[src/shared/epi_pkg.sv]
// package: constants, types and helpers of the external pin interrupt unit
//
// Contract
// inputs raise requests even while the pin is driven as an output
// level mode requests for as long as the pin stays low
// edge detection runs only while the i/o clock runs
// low level detection works without any clock, for wake-up
// deep sleep stops the i/o clock, so only level sensing wakes
// wake needs the low level on two consecutive watchdog clock edges
// level gone before start-up ends: wake, but no request
// source holds the level until wake-up has completed
// request taken only with global enable and input enable set
// pins are sampled into registers; edges come from the samples
// edge pulses from the source last longer than one clock
// source holds low level until the current instruction completes
// input 1 sense field at bits 3:2, low/change/fall/rise
// input 0 sense field at bits 1:0, same encodings
// input enables at bit 7 (input 1) and bit 6 (input 0)
// event sets pending flag; vector or write of one clears it
// pending flag reads cleared while level sensing is selected
// any change compares current sample with the previous one
package epi_pkg;

  // register byte offsets
  localparam logic [7:0] SENSE_OFS   = 8'h00;
  localparam logic [7:0] ENABLE_OFS  = 8'h04;
  localparam logic [7:0] FLAG_OFS    = 8'h08;
  localparam logic [7:0] GLOBAL_OFS  = 8'h0c;
  localparam logic [7:0] CLEAR_OFS   = 8'h10;

  // field positions
  localparam int SENSE1_POS  = 2;
  localparam int SENSE0_POS  = 0;
  localparam int EN1_POS     = 7;
  localparam int EN0_POS     = 6;
  localparam int GIE_POS     = 7;

  // values after reset
  localparam logic [3:0] SENSE_RST  = 4'h0;
  localparam logic [1:0] EN_RST     = 2'h0;
  localparam logic       GIE_RST    = 1'b0;
  localparam logic [1:0] PIN_RST    = 2'h3;

  // timing
  localparam int CLK_MHZ         = 50;
  localparam int WDT_PERIOD_NS   = 1000;
  localparam int WDT_PERIOD_CYC  = (WDT_PERIOD_NS * CLK_MHZ + 999) / 1000;
  localparam logic [15:0] STARTUP_CYC = 16'h0040;

  typedef enum logic [1:0] {
    SENSE_LOW    = 2'b00,
    SENSE_CHANGE = 2'b01,
    SENSE_FALL   = 2'b10,
    SENSE_RISE   = 2'b11
  } epi_sense_e;

  typedef enum logic [2:0] {
    WK_RUN     = 3'b001,
    WK_CONFIRM = 3'b010,
    WK_START   = 3'b100
  } epi_wake_e;

  typedef struct packed {
    epi_sense_e sense1;
    epi_sense_e sense0;
  } epi_cfg_s;

  // edge hit from registered samples
  function automatic logic sense_hit(
    input epi_sense_e mode,
    input logic       cur,
    input logic       prev
  );
    case (mode)
      SENSE_CHANGE: sense_hit = cur ^ prev;
      SENSE_FALL:   sense_hit = prev & ~cur;
      SENSE_RISE:   sense_hit = cur & ~prev;
      default:      sense_hit = 1'b0;
    endcase
  endfunction

endpackage

[src/logic/epi_top.sv]
// external pin interrupt unit with apb register slave
//
// Design decisions made here: register access over APB and the placing of the registers.
`timescale 1ns/10ps
`default_nettype none

module epi_top (
  input  wire logic        pclk,
  input  wire logic        presetn,
  input  wire logic        psel,
  input  wire logic        penable,
  input  wire logic        pwrite,
  input  wire logic [7:0]  paddr,
  input  wire logic [31:0] pwdata,
  output logic      [31:0] prdata,
  output logic             pready,
  output logic             pslverr,
  input  wire logic        ext_irq_in_0,
  input  wire logic        ext_irq_in_1,
  input  wire logic        io_clk_run,
  input  wire logic        deep_sleep,
  input  wire logic        wdt_clk_in,
  input  wire logic [1:0]  vector_ack,
  output logic [1:0]       irq_req,
  output logic             irq,
  output logic             level_wake_async,
  output logic             cpu_wake,
  output logic             wake_done
);

  // configuration and status
  epi_pkg::epi_cfg_s interrupt_sense_control;
  logic [1:0]        general_irq_enable_reg;
  logic              core_status_reg;
  logic              ext_pending_flag_0;
  logic              ext_pending_flag_1;

  // synchronisers and samples
  logic [1:0] pin_meta;
  logic [1:0] pin_smp;
  logic [1:0] pin_prev;
  logic       io_meta;
  logic       io_run;
  logic       wdt_meta;
  logic       wdt_smp;
  logic       wdt_prev;
  logic       wdt_edge;

  // wake sequencing
  epi_pkg::epi_wake_e wake_state;
  epi_pkg::epi_wake_e next_wake_state;
  logic [15:0]        start_cnt;

  // bus decode
  logic       setup_ph;
  logic       wr_acc;
  logic       addr_ok;
  logic [1:0] wr_clear;
  logic [1:0] lvl_mode;
  logic [1:0] hit;
  logic [1:0] lvl_low;
  logic [1:0] raw_low;
  logic       lvl_any;
  logic       lvl_mask;
  logic [1:0] pend_rd;

  assign setup_ph = psel & ~penable;
  assign wr_acc   = psel & penable & pwrite;
  // no wait states: every register answers in its first access cycle
  assign pready   = 1'b1;

  // register write strobe, shared by every writable offset
  function automatic logic wr_sel(
    input logic       acc,
    input logic [7:0] addr,
    input logic [7:0] ofs
  );
    wr_sel = acc && (addr == ofs);
  endfunction

  always_comb begin
    case (paddr)
      epi_pkg::SENSE_OFS:  addr_ok = 1'b1;
      epi_pkg::ENABLE_OFS: addr_ok = 1'b1;
      epi_pkg::FLAG_OFS:   addr_ok = 1'b1;
      epi_pkg::GLOBAL_OFS: addr_ok = 1'b1;
      epi_pkg::CLEAR_OFS:  addr_ok = 1'b1;
      default:             addr_ok = 1'b0;
    endcase
  end

  // unmapped offsets answer with an error; writes there are dropped
  assign pslverr = psel & penable & ~addr_ok;

  // pin samples through two flops; edges read only stage two
  always_ff @(posedge pclk or negedge presetn) begin
    // idle level of the pins, so no false edge follows reset
    if (!presetn) begin
      pin_meta <= epi_pkg::PIN_RST;
      pin_smp  <= epi_pkg::PIN_RST;
    end else begin
      pin_meta <= {ext_irq_in_1, ext_irq_in_0};
      pin_smp  <= pin_meta;
    end
  end

  // previous sample only moves while the i/o clock runs
  always_ff @(posedge pclk or negedge presetn) begin
    if (!presetn) begin
      pin_prev <= epi_pkg::PIN_RST;
    end else if (io_run) begin
      pin_prev <= pin_smp;
    end
  end

  // i/o clock presence comes from another domain, two flops like a pin
  always_ff @(posedge pclk or negedge presetn) begin
    if (!presetn) begin
      io_meta <= 1'b0;
      io_run  <= 1'b0;
    end else begin
      io_meta <= io_clk_run;
      io_run  <= io_meta;
    end
  end

  always_ff @(posedge pclk or negedge presetn) begin
    if (!presetn) begin
      wdt_meta <= 1'b0;
      wdt_smp  <= 1'b0;
    end else begin
      wdt_meta <= wdt_clk_in;
      wdt_smp  <= wdt_meta;
    end
  end

  // edge of the watchdog clock, taken from the synchronised copy only
  always_ff @(posedge pclk or negedge presetn) begin
    if (!presetn) begin
      wdt_prev <= 1'b0;
    end else begin
      wdt_prev <= wdt_smp;
    end
  end

  assign wdt_edge = wdt_smp & ~wdt_prev;

  // sense decode per input
  assign lvl_mode[0] =
    (interrupt_sense_control.sense0 == epi_pkg::SENSE_LOW);
  assign lvl_mode[1] =
    (interrupt_sense_control.sense1 == epi_pkg::SENSE_LOW);

  // edge hits only while the i/o clock runs; deep sleep stops it
  assign hit[0] = io_run & epi_pkg::sense_hit(
    interrupt_sense_control.sense0, pin_smp[0], pin_prev[0]);
  assign hit[1] = io_run & epi_pkg::sense_hit(
    interrupt_sense_control.sense1, pin_smp[1], pin_prev[1]);

  assign lvl_low = general_irq_enable_reg & lvl_mode & ~pin_smp;
  assign lvl_any = |lvl_low;

  // clockless path: raw pin straight to the wake request
  assign raw_low = ~{ext_irq_in_1, ext_irq_in_0};
  assign level_wake_async =
    |(general_irq_enable_reg & lvl_mode & raw_low);

  // write-one clears from either flag or clear register
  always_comb begin
    wr_clear = vector_ack;
    if (wr_sel(wr_acc, paddr, epi_pkg::FLAG_OFS) ||
        wr_sel(wr_acc, paddr, epi_pkg::CLEAR_OFS)) begin
      wr_clear = wr_clear | {pwdata[epi_pkg::EN1_POS],
                             pwdata[epi_pkg::EN0_POS]};
    end
  end

  // set wins over a clear in the same cycle
  always_ff @(posedge pclk or negedge presetn) begin
    if (!presetn) begin
      ext_pending_flag_0 <= 1'b0;
    end else if (lvl_mode[0]) begin
      ext_pending_flag_0 <= 1'b0;
    end else if (hit[0]) begin
      ext_pending_flag_0 <= 1'b1;
    end else if (wr_clear[0]) begin
      ext_pending_flag_0 <= 1'b0;
    end
  end

  always_ff @(posedge pclk or negedge presetn) begin
    if (!presetn) begin
      ext_pending_flag_1 <= 1'b0;
    end else if (lvl_mode[1]) begin
      ext_pending_flag_1 <= 1'b0;
    end else if (hit[1]) begin
      ext_pending_flag_1 <= 1'b1;
    end else if (wr_clear[1]) begin
      ext_pending_flag_1 <= 1'b0;
    end
  end

  assign pend_rd = {ext_pending_flag_1, ext_pending_flag_0};

  // software registers
  always_ff @(posedge pclk or negedge presetn) begin
    if (!presetn) begin
      interrupt_sense_control <= epi_pkg::epi_cfg_s'(epi_pkg::SENSE_RST);
    end else if (wr_sel(wr_acc, paddr, epi_pkg::SENSE_OFS)) begin
      interrupt_sense_control.sense1 <= epi_pkg::epi_sense_e'(
        pwdata[epi_pkg::SENSE1_POS +: 2]);
      interrupt_sense_control.sense0 <= epi_pkg::epi_sense_e'(
        pwdata[epi_pkg::SENSE0_POS +: 2]);
    end
  end

  always_ff @(posedge pclk or negedge presetn) begin
    if (!presetn) begin
      general_irq_enable_reg <= epi_pkg::EN_RST;
    end else if (wr_sel(wr_acc, paddr, epi_pkg::ENABLE_OFS)) begin
      general_irq_enable_reg <= {pwdata[epi_pkg::EN1_POS],
                                 pwdata[epi_pkg::EN0_POS]};
    end
  end

  always_ff @(posedge pclk or negedge presetn) begin
    if (!presetn) begin
      core_status_reg <= epi_pkg::GIE_RST;
    end else if (wr_sel(wr_acc, paddr, epi_pkg::GLOBAL_OFS)) begin
      core_status_reg <= pwdata[epi_pkg::GIE_POS];
    end
  end

  // read data captured in the setup phase
  always_ff @(posedge pclk or negedge presetn) begin
    if (!presetn) begin
      prdata <= 32'h0000_0000;
    end else if (setup_ph && !pwrite) begin
      prdata <= 32'h0000_0000;
      case (paddr)
        epi_pkg::SENSE_OFS:
          prdata[3:0] <= interrupt_sense_control;
        epi_pkg::ENABLE_OFS: begin
          prdata[epi_pkg::EN1_POS] <= general_irq_enable_reg[1];
          prdata[epi_pkg::EN0_POS] <= general_irq_enable_reg[0];
        end
        epi_pkg::FLAG_OFS: begin
          prdata[epi_pkg::EN1_POS] <= pend_rd[1];
          prdata[epi_pkg::EN0_POS] <= pend_rd[0];
        end
        epi_pkg::GLOBAL_OFS:
          prdata[epi_pkg::GIE_POS] <= core_status_reg;
        default:
          prdata <= 32'h0000_0000;
      endcase
    end
  end

  // wake sequence: two watchdog samples, then start-up count
  always_comb begin
    next_wake_state = wake_state;
    case (wake_state)
      epi_pkg::WK_RUN: begin
        if (deep_sleep && lvl_any && wdt_edge) begin
          next_wake_state = epi_pkg::WK_CONFIRM;
        end
      end
      epi_pkg::WK_CONFIRM: begin
        // woken by another source: drop the pending confirmation
        if (!deep_sleep) begin
          next_wake_state = epi_pkg::WK_RUN;
        end else if (wdt_edge) begin
          // noise shorter than two samples is dropped
          next_wake_state = lvl_any ? epi_pkg::WK_START
                                    : epi_pkg::WK_RUN;
        end
      end
      epi_pkg::WK_START: begin
        if (start_cnt == 16'h0000) begin
          next_wake_state = epi_pkg::WK_RUN;
        end
      end
      default: next_wake_state = epi_pkg::WK_RUN;
    endcase
  end

  always_ff @(posedge pclk or negedge presetn) begin
    if (!presetn) begin
      wake_state <= epi_pkg::WK_RUN;
    end else begin
      wake_state <= next_wake_state;
    end
  end

  always_ff @(posedge pclk or negedge presetn) begin
    if (!presetn) begin
      start_cnt <= 16'h0000;
    end else if (next_wake_state == epi_pkg::WK_START &&
                 wake_state != epi_pkg::WK_START) begin
      // loaded one short: the exit decision takes the last cycle
      start_cnt <= epi_pkg::STARTUP_CYC - 16'h0001;
    end else if (start_cnt != 16'h0000) begin
      start_cnt <= start_cnt - 16'h0001;
    end
  end

  // wake stays up even if the level drops during start-up
  always_ff @(posedge pclk or negedge presetn) begin
    if (!presetn) begin
      cpu_wake <= 1'b0;
    end else begin
      cpu_wake <= (next_wake_state == epi_pkg::WK_START);
    end
  end

  // one-cycle pulse on the edge that leaves start-up
  always_ff @(posedge pclk or negedge presetn) begin
    if (!presetn) begin
      wake_done <= 1'b0;
    end else begin
      wake_done <= (wake_state == epi_pkg::WK_START) &&
                   (next_wake_state == epi_pkg::WK_RUN);
    end
  end

  // no level request until start-up has finished
  assign lvl_mask = (wake_state != epi_pkg::WK_RUN);

  // requests gated by global and per-input enable
  always_ff @(posedge pclk or negedge presetn) begin
    if (!presetn) begin
      irq_req <= 2'b00;
    end else begin
      irq_req <= {2{core_status_reg}} & general_irq_enable_reg &
                 ((lvl_low & {2{~lvl_mask}}) | pend_rd);
    end
  end

  // or of registered requests: no extra flop, so no extra latency
  assign irq = |irq_req;

endmodule // epi_top

`default_nettype wire

[config.mk]
export PLATFORM = sky130hd
export DESIGN_NAME = epi_top
export DESIGN_NICKNAME = d
export VERILOG_FILES = /design/src/shared/epi_pkg.sv /design/src/logic/epi_top.sv
export SDC_FILE = /design/constraint.sdc
export NUM_CORES = 1
export LEC_CHECK = 0
export ABC_AREA = 0
export ABC_CLOCK_PERIOD_IN_PS = 2100
export BUFFER_PORTS_ARGS = -buffer_cell sky130_fd_sc_hd__buf_2
export CAP_MARGIN = 10
export CORE_UTILIZATION = 25
export DETAILED_ROUTE_END_ITERATION = 8
export PLACE_DENSITY = 0.56
export SLEW_MARGIN = 15
export SYNTH_ARGS = -nofsm -noshare
export SYNTH_HDL_FRONTEND = slang
export SYNTH_SLANG_ARGS = --single-unit
[constraint.sdc]
create_clock -name pclk -period 2.1 [get_ports pclk]
set_clock_uncertainty 0.1 [all_clocks]
set_input_delay 0.105 -clock pclk [delete_from_list [all_inputs] [get_ports pclk]]
set_output_delay 0.105 -clock pclk [all_outputs]
set_load 0.03 [all_outputs]
# Word level (Yosys, flattened, before mapping)

Cells that the tools add are included.

Register bits: 49
Input bits: 52
Output and inout bits: 40
Logic and storage cells: 114

Add/subtract/negate cells: 1
Eq/ne operators: 17
Mux-type cells: 21
Bitwise gates (word level): 31
Reductions and logical operators: 24

Operators with widths:

| kind                  | number |
|---|---|
| $mux 16               | 2 |
| $eq 8x4->1 const B    | 2 |
| $logic_not 16->1      | 1 |
| $reduce_bool 16->1    | 1 |
| $sub 16x1->16 const B | 1 |
| $mux 3                | 5 |
| $and 2x2->2           | 6 |
| $and 1x1->1           | 11 |
| $logic_and 1x1->1     | 10 |
| $pmux 1 s3            | 3 |
| $pmux 3 s3            | 1 |
| $eq 2x2->1 const B    | 4 |
| $eq 8x3->1 const B    | 1 |
| $eq 8x5->1 const B    | 1 |
| $logic_not 8->1       | 1 |
| $not 1->1             | 8 |
| $mux 1                | 7 |
| $eq 3x1->1 const B    | 2 |
| $eq 3x3->1 const B    | 2 |
| $reduce_bool 3->1     | 2 |
| $reduce_or 2->1       | 3 |
| $reduce_or 5->1       | 1 |
| $eq 2x1->1 const B    | 2 |
| $logic_not 2->1       | 2 |
| 12 further kinds      | 15 |

# Depth between registers and ports, before layout

Depth in word-level cells: 11
Gate-level depth with buffers: 7
Gate-level depth less buffers: 7

# Worst setup path after synthesis

OpenSTA, ideal clock, no wires.

Path kind: reg-to-reg
Start: register interrupt_sense_control[2] (netlist bit)
End: register start_cnt[1]
Arrival time: 1.733 ns
Data required time: 1.913 ns
Path slack: 0.180 ns
Cell stages (with the launch flop): 7
Cells stage by stage: dfrtp_1 > or3b_1 > nor2_2 > nor2_1 > or4_1 > clkbuf_1 > o211ai_1

Word-level cells in the longest chain between the ends: 11
Elaborated cells on any way between the ends: 15
Those cells by class: 1 x eq/ne; 6 x mux; 2 x bitwise; 6 x reduce/logical

RTL lines:

| what                                                | RTL line                       | text |
|---|---|---|
| start, declared                                     | epi_top.sv:32                  | `epi_pkg::epi_cfg_s interrupt_sense_control;` |
| start signal, assigned                              | epi_top.sv:208                 | `interrupt_sense_control <= epi_pkg::epi_cfg_s'(epi_pkg::SENSE_RST);` |
| $logic_not 2->1 (*)                                 | epi_top.sv:152                 | `(interrupt_sense_control.sense1 == epi_pkg::SENSE_LOW);` |
| $and 2x2->2 (*) (2 in series)                       | epi_top.sv:160                 | `assign lvl_low = general_irq_enable_reg & lvl_mode & ~pin_smp;` |
| $reduce_or 2->1 (*)                                 | epi_top.sv:161                 | `assign lvl_any = \|lvl_low;` |
| $mux 3 / $logic_and 1x1->1 (equally long branches)  | epi_top.sv:274, epi_top.sv:264 |  |
| $mux 3 / $logic_and 1x1->1 (equally long branches)  | epi_top.sv:272, epi_top.sv:264 |  |
| $mux 3 (on tied branches)                           | epi_top.sv:270, epi_top.sv:264 |  |
| $pmux 3 s3 (*)                                      | epi_top.sv:262                 | `case (wake_state)` |
| $eq 3x3->1 (*)                                      | epi_top.sv:298                 | `end else if (next_wake_state == epi_pkg::WK_START &&` |
| $logic_and 1x1->1 (*)                               | epi_top.sv:298                 |  |
| $mux 16 / $reduce_bool 2->1 (equally long branches) | -                              |  |
| end signal, assigned                                | epi_top.sv:301                 | `start_cnt <= epi_pkg::STARTUP_CYC - 16'h0001;` |
| end signal, assigned                                | epi_top.sv:303                 | `start_cnt <= start_cnt - 16'h0001;` |
| end, declared                                       | epi_top.sv:52                  | `logic [15:0] start_cnt;` |

Every way passes the cells marked *; elsewhere a longest branch is shown, timed or not.
A chain may end at the register's enable or synchronous reset.

# Final worst setup path

Start: register start_cnt[13]
End: register start_cnt[9]

Word-level cells in the longest chain between the ends: 6
Elaborated cells on any way between the ends: 8
Those cells by class: 1 x eq/ne; 3 x mux; 4 x reduce/logical

RTL lines:

| what                                                | RTL line       | text |
|---|---|---|
| $logic_not 16->1                                    | epi_top.sv:279 | `if (start_cnt == 16'h0000) begin` |
| $mux 3                                              | epi_top.sv:279 |  |
| $pmux 3 s3                                          | epi_top.sv:262 |  |
| $eq 3x3->1                                          | epi_top.sv:298 |  |
| $logic_and 1x1->1                                   | epi_top.sv:298 |  |
| $mux 16 / $reduce_bool 2->1 (equally long branches) | -              |  |

Several ways; a longest one is shown, not always the timed one.

==> results.py <==
metrics = {
    "cts": {
        "cts_sinks": 49,
        "root_buffer": "clkbuf_8",
        "cts_setup_buffers": 0,
        "cts_buffers": 5,
        "cts_tree": "done",
        "clkLatencyLatePin_ns": 0.30,
        "clockBufferDepth": 2,
        "htreeDepth": 2,
        "clk_pin_slew_worst_paths_ns": 0.09,
    },
    "cells_and_area": {
        "reg_top3": "start_cnt x16, prdata x6, interrupt_sense_control x4",
        "regMostFlops": "start_cnt",
        "syn_to_final_growth_pct": 23.97,
        "diodes": 0,
        "largest_register_ffs": 16,
        "fin_nets": 381,
        "drive_gt1_frac": 0.3015,
        "fillers": 1022,
        "final_util": 0.3234,
    },
    "logic_synthesis": {
        "synthTopCellsByCount": "dfrtp_1, buf_4, nor2_1",
        "synth_cell_type_count": 48,
        "synth-main-ff-cell": "dfrtp_1",
        "yosysTopAreaCell": "dfrtp_1",
        "synth_cells": 254,
        "post-synth-top-area-fraction": 0.4084,
        "ys_warn_count": 0,
        "synthTopCellsByArea": "dfrtp_1, buf_4, dfstp_2",
        "yosysSeqAreaShare": 0.4798,
        "avgSynthCellArea_sq_um": 10.13,
        "synth_area_sq_um": 2574,
        "synth_edf_count": 0,
        "async_reset_ff_frac": 1.000,
        "ys_seq_elements": 49,
        "yosysMostFrequentCell": "dfrtp_1",
    },
    "pwr": {
        "peakVddDrop_v": 0.0002621,
        "p_per_area_nw_per_um2": 590.0,
        "p_leak_nw": 1.477,
    },
    "drt": {
        "vias": 1916,
        "drc_errors": 0,
        "finalWirelength_mm": 5.031,
        "drt_iter0_markers": 51,
        "dr.pass1.iters": 4,
        "avgRoutedWirePerCell_um": 10.98,
        "ant_nets": 0,
        "viasPerCell": 4.183,
    },
    "global_routing": {
        "grt_pass1_vias": 1965,
        "grt_util_all_layers": 0.1068,
        "grt_pass1_wl_mm": 8.811,
        "grt_max_degree": 50,
        "antenna_found_initial": 0,
        "grt_overflow": 0,
    },
    "sta": {
        "finalSetupViolations": 0,
        "rsz0062_at_grt": "false",
        "finalHoldViolations": 0,
        "period_needed_ns": 1.907,
        "max_freq_ghz": 0.5244,
        "post-route-period-util": 0.9080,
        "finalSetupTns_ns": 0,
        "slew-limit-headroom": 0.5391,
        "tightestPinTransition_ns": 0.6851,
        "drv_slew": 0,
        "whs_ns": 0.03880,
    },
    "floorplan": {
        "die-area_sq_um": 10710,
        "die_h_um": 103.5,
        "core_area_sq_um": 9864,
        "std_cell_rows": 36,
        "die_x_um": 103.5,
        "start_util": 0.2609,
        "num_io_pins": 92,
    },
    "critical_path": {
        "cp-start-kind": "flop",
        "path_max_fanout": 6,
        "critPathKind": "flop to flop",
        "critPathRequiredTime_ns": 2.20,
        "crit_arrival_ns": 2.00,
        "critPathCaptureType": "flop",
    },
    "job": {
        "drv_cap": 0,
    },
    "placement": {
        "dp_hpwl_mm": 3.695,
        "portBuffers": 38,
        "place.gp.congestion": 0.7191,
    },
    "min_path": {
        "min_path_type": "primary input to flop",
    },
    "status": {
        "outcome": "complete, no violations",
    },
}
==> worst paths after layout <==
| kind | to | slack, ns | cells past startpoint | start |
|---|---|---|---|---|
| setup / recovery | start_cnt[9] | 0.19 | 5 | start_cnt[13] |
| hold / removal | ext_pending_flag_1 | 0.04 | 3 | vector_ack[1] |
| setup reg to reg | start_cnt[9] | 0.19 | 5 | start_cnt[13] |
| hold reg to reg | pin_smp[1] | 0.26 | 0 | pin_meta[1] |
| max in group asynchronous | irq_req[0] | 1.14 | 3 | presetn |
| min in group asynchronous | io_meta | 0.32 | 3 | presetn |
==> cell type report <==
cell class,instances,area (sq um),area share
Clock buffer,5,68.82,0.02157
Inverter,8,30.03,0.009412
Sequential cell,49,1235,0.3871
Multi-Input combinational cell,191,1194,0.3741
Clock inverter,3,46.29,0.01451
Timing Repair Buffer,69,450.4,0.1412
Tap cell,133,166.4,0.05216
==> cell families (layout without fill, tap and decap cells) <==
| kind of cell | Yosys count | count (layout) | synth area share |
|---|---|---|---|
| buffers and inverters | 39 | 85 | 0.09723 |
| and+or+nand+nor | 97 | 97 | 0.2115 |
| AOI/OAI and AO/OA | 44 | 44 | 0.1055 |
| other | 2 | 27 | 0.002918 |
| xor gates and xnor gates | 10 | 10 | 0.03403 |
| muxes | 8 | 8 | 0.04473 |
| adders and majority gates | 5 | 5 | 0.02431 |
| DFF | 49 | 49 | 0.4798 |
==> per-stage QoR <==
stage	cells	setup WS [ns]	power (mW)	instance area [sq um]
5_1_grt	458	0.01037	1.981	3191
4_1_cts	458	0.07831	1.908	3179
2_1_floorplan	279	0.1800	1.170	2668
3_3_place_gp	439	0.1134	1.196	2954
6_report	458	0.1931	1.882	3191
3_5_place_dp	439	0.1029	1.203	2954
==> power by group <==
part / internal (mW) / switching, mW / total, mW / leakage [nW]
Sequential: 0.974 / 0.0199 / 0.994 / 0.611
Clock: 0.357 / 0.328 / 0.685 / 0.0543
Combinational: 0.0649 / 0.139 / 0.204 / 0.812
==> layout by cell type, fill, tap and decap left out, types with 3 or more instances in the layout <==
cell type,count
a21oi_1,12
a22o_1,4
buf_2,38
buf_4,20
clkbuf_8,5
conb_1,27
dfrtp_1,42
dfstp_2,7
dlygate4sd3_1,11
ha_1,5
inv_1,8
mux2_4,7
nand2_1,21
nand2b_1,8
nand3_1,3
nor2_1,21
nor2_2,4
nor3_1,9
nor4_1,3
nor4_2,3
o211ai_1,3
o21ai_0,8
o21ai_1,6
o31ai_1,3
or3_1,5
xnor2_1,8
==> repair_timing <==
| action | 4_1_cts | 5_1_grt |
|---|---|---|
| endpoints found under the setup margin | 0 | 10 |
| hold endpoints to repair | 53 | 0 |
| gates resized for setup | 0 | 3 |
| hold buffers | 11 | 0 |
==> worst max-delay path, cell delays in order (launching register included) <==
cell and delay [ns]:
dfrtp_1 0.44, or4_1 0.68, nor2_2 0.25, a21oi_1 0.11, xnor2_1 0.16, nor2_1 0.06
==> metal layers <==
| layer | track usage | vias up | wire length, um |
|---|---|---|---|
| met1 | 0.1326 | 884 | 2335 |
| met5 | 0 | - | 0 |
| met4 | 0.03250 | 0 | 31 |
| met2 | 0.1849 | 66 | 2434 |
| li1 | - | 962 | - |
| met3 | 0.02352 | 4 | 229 |
Power figures use the tool's default switching activity.
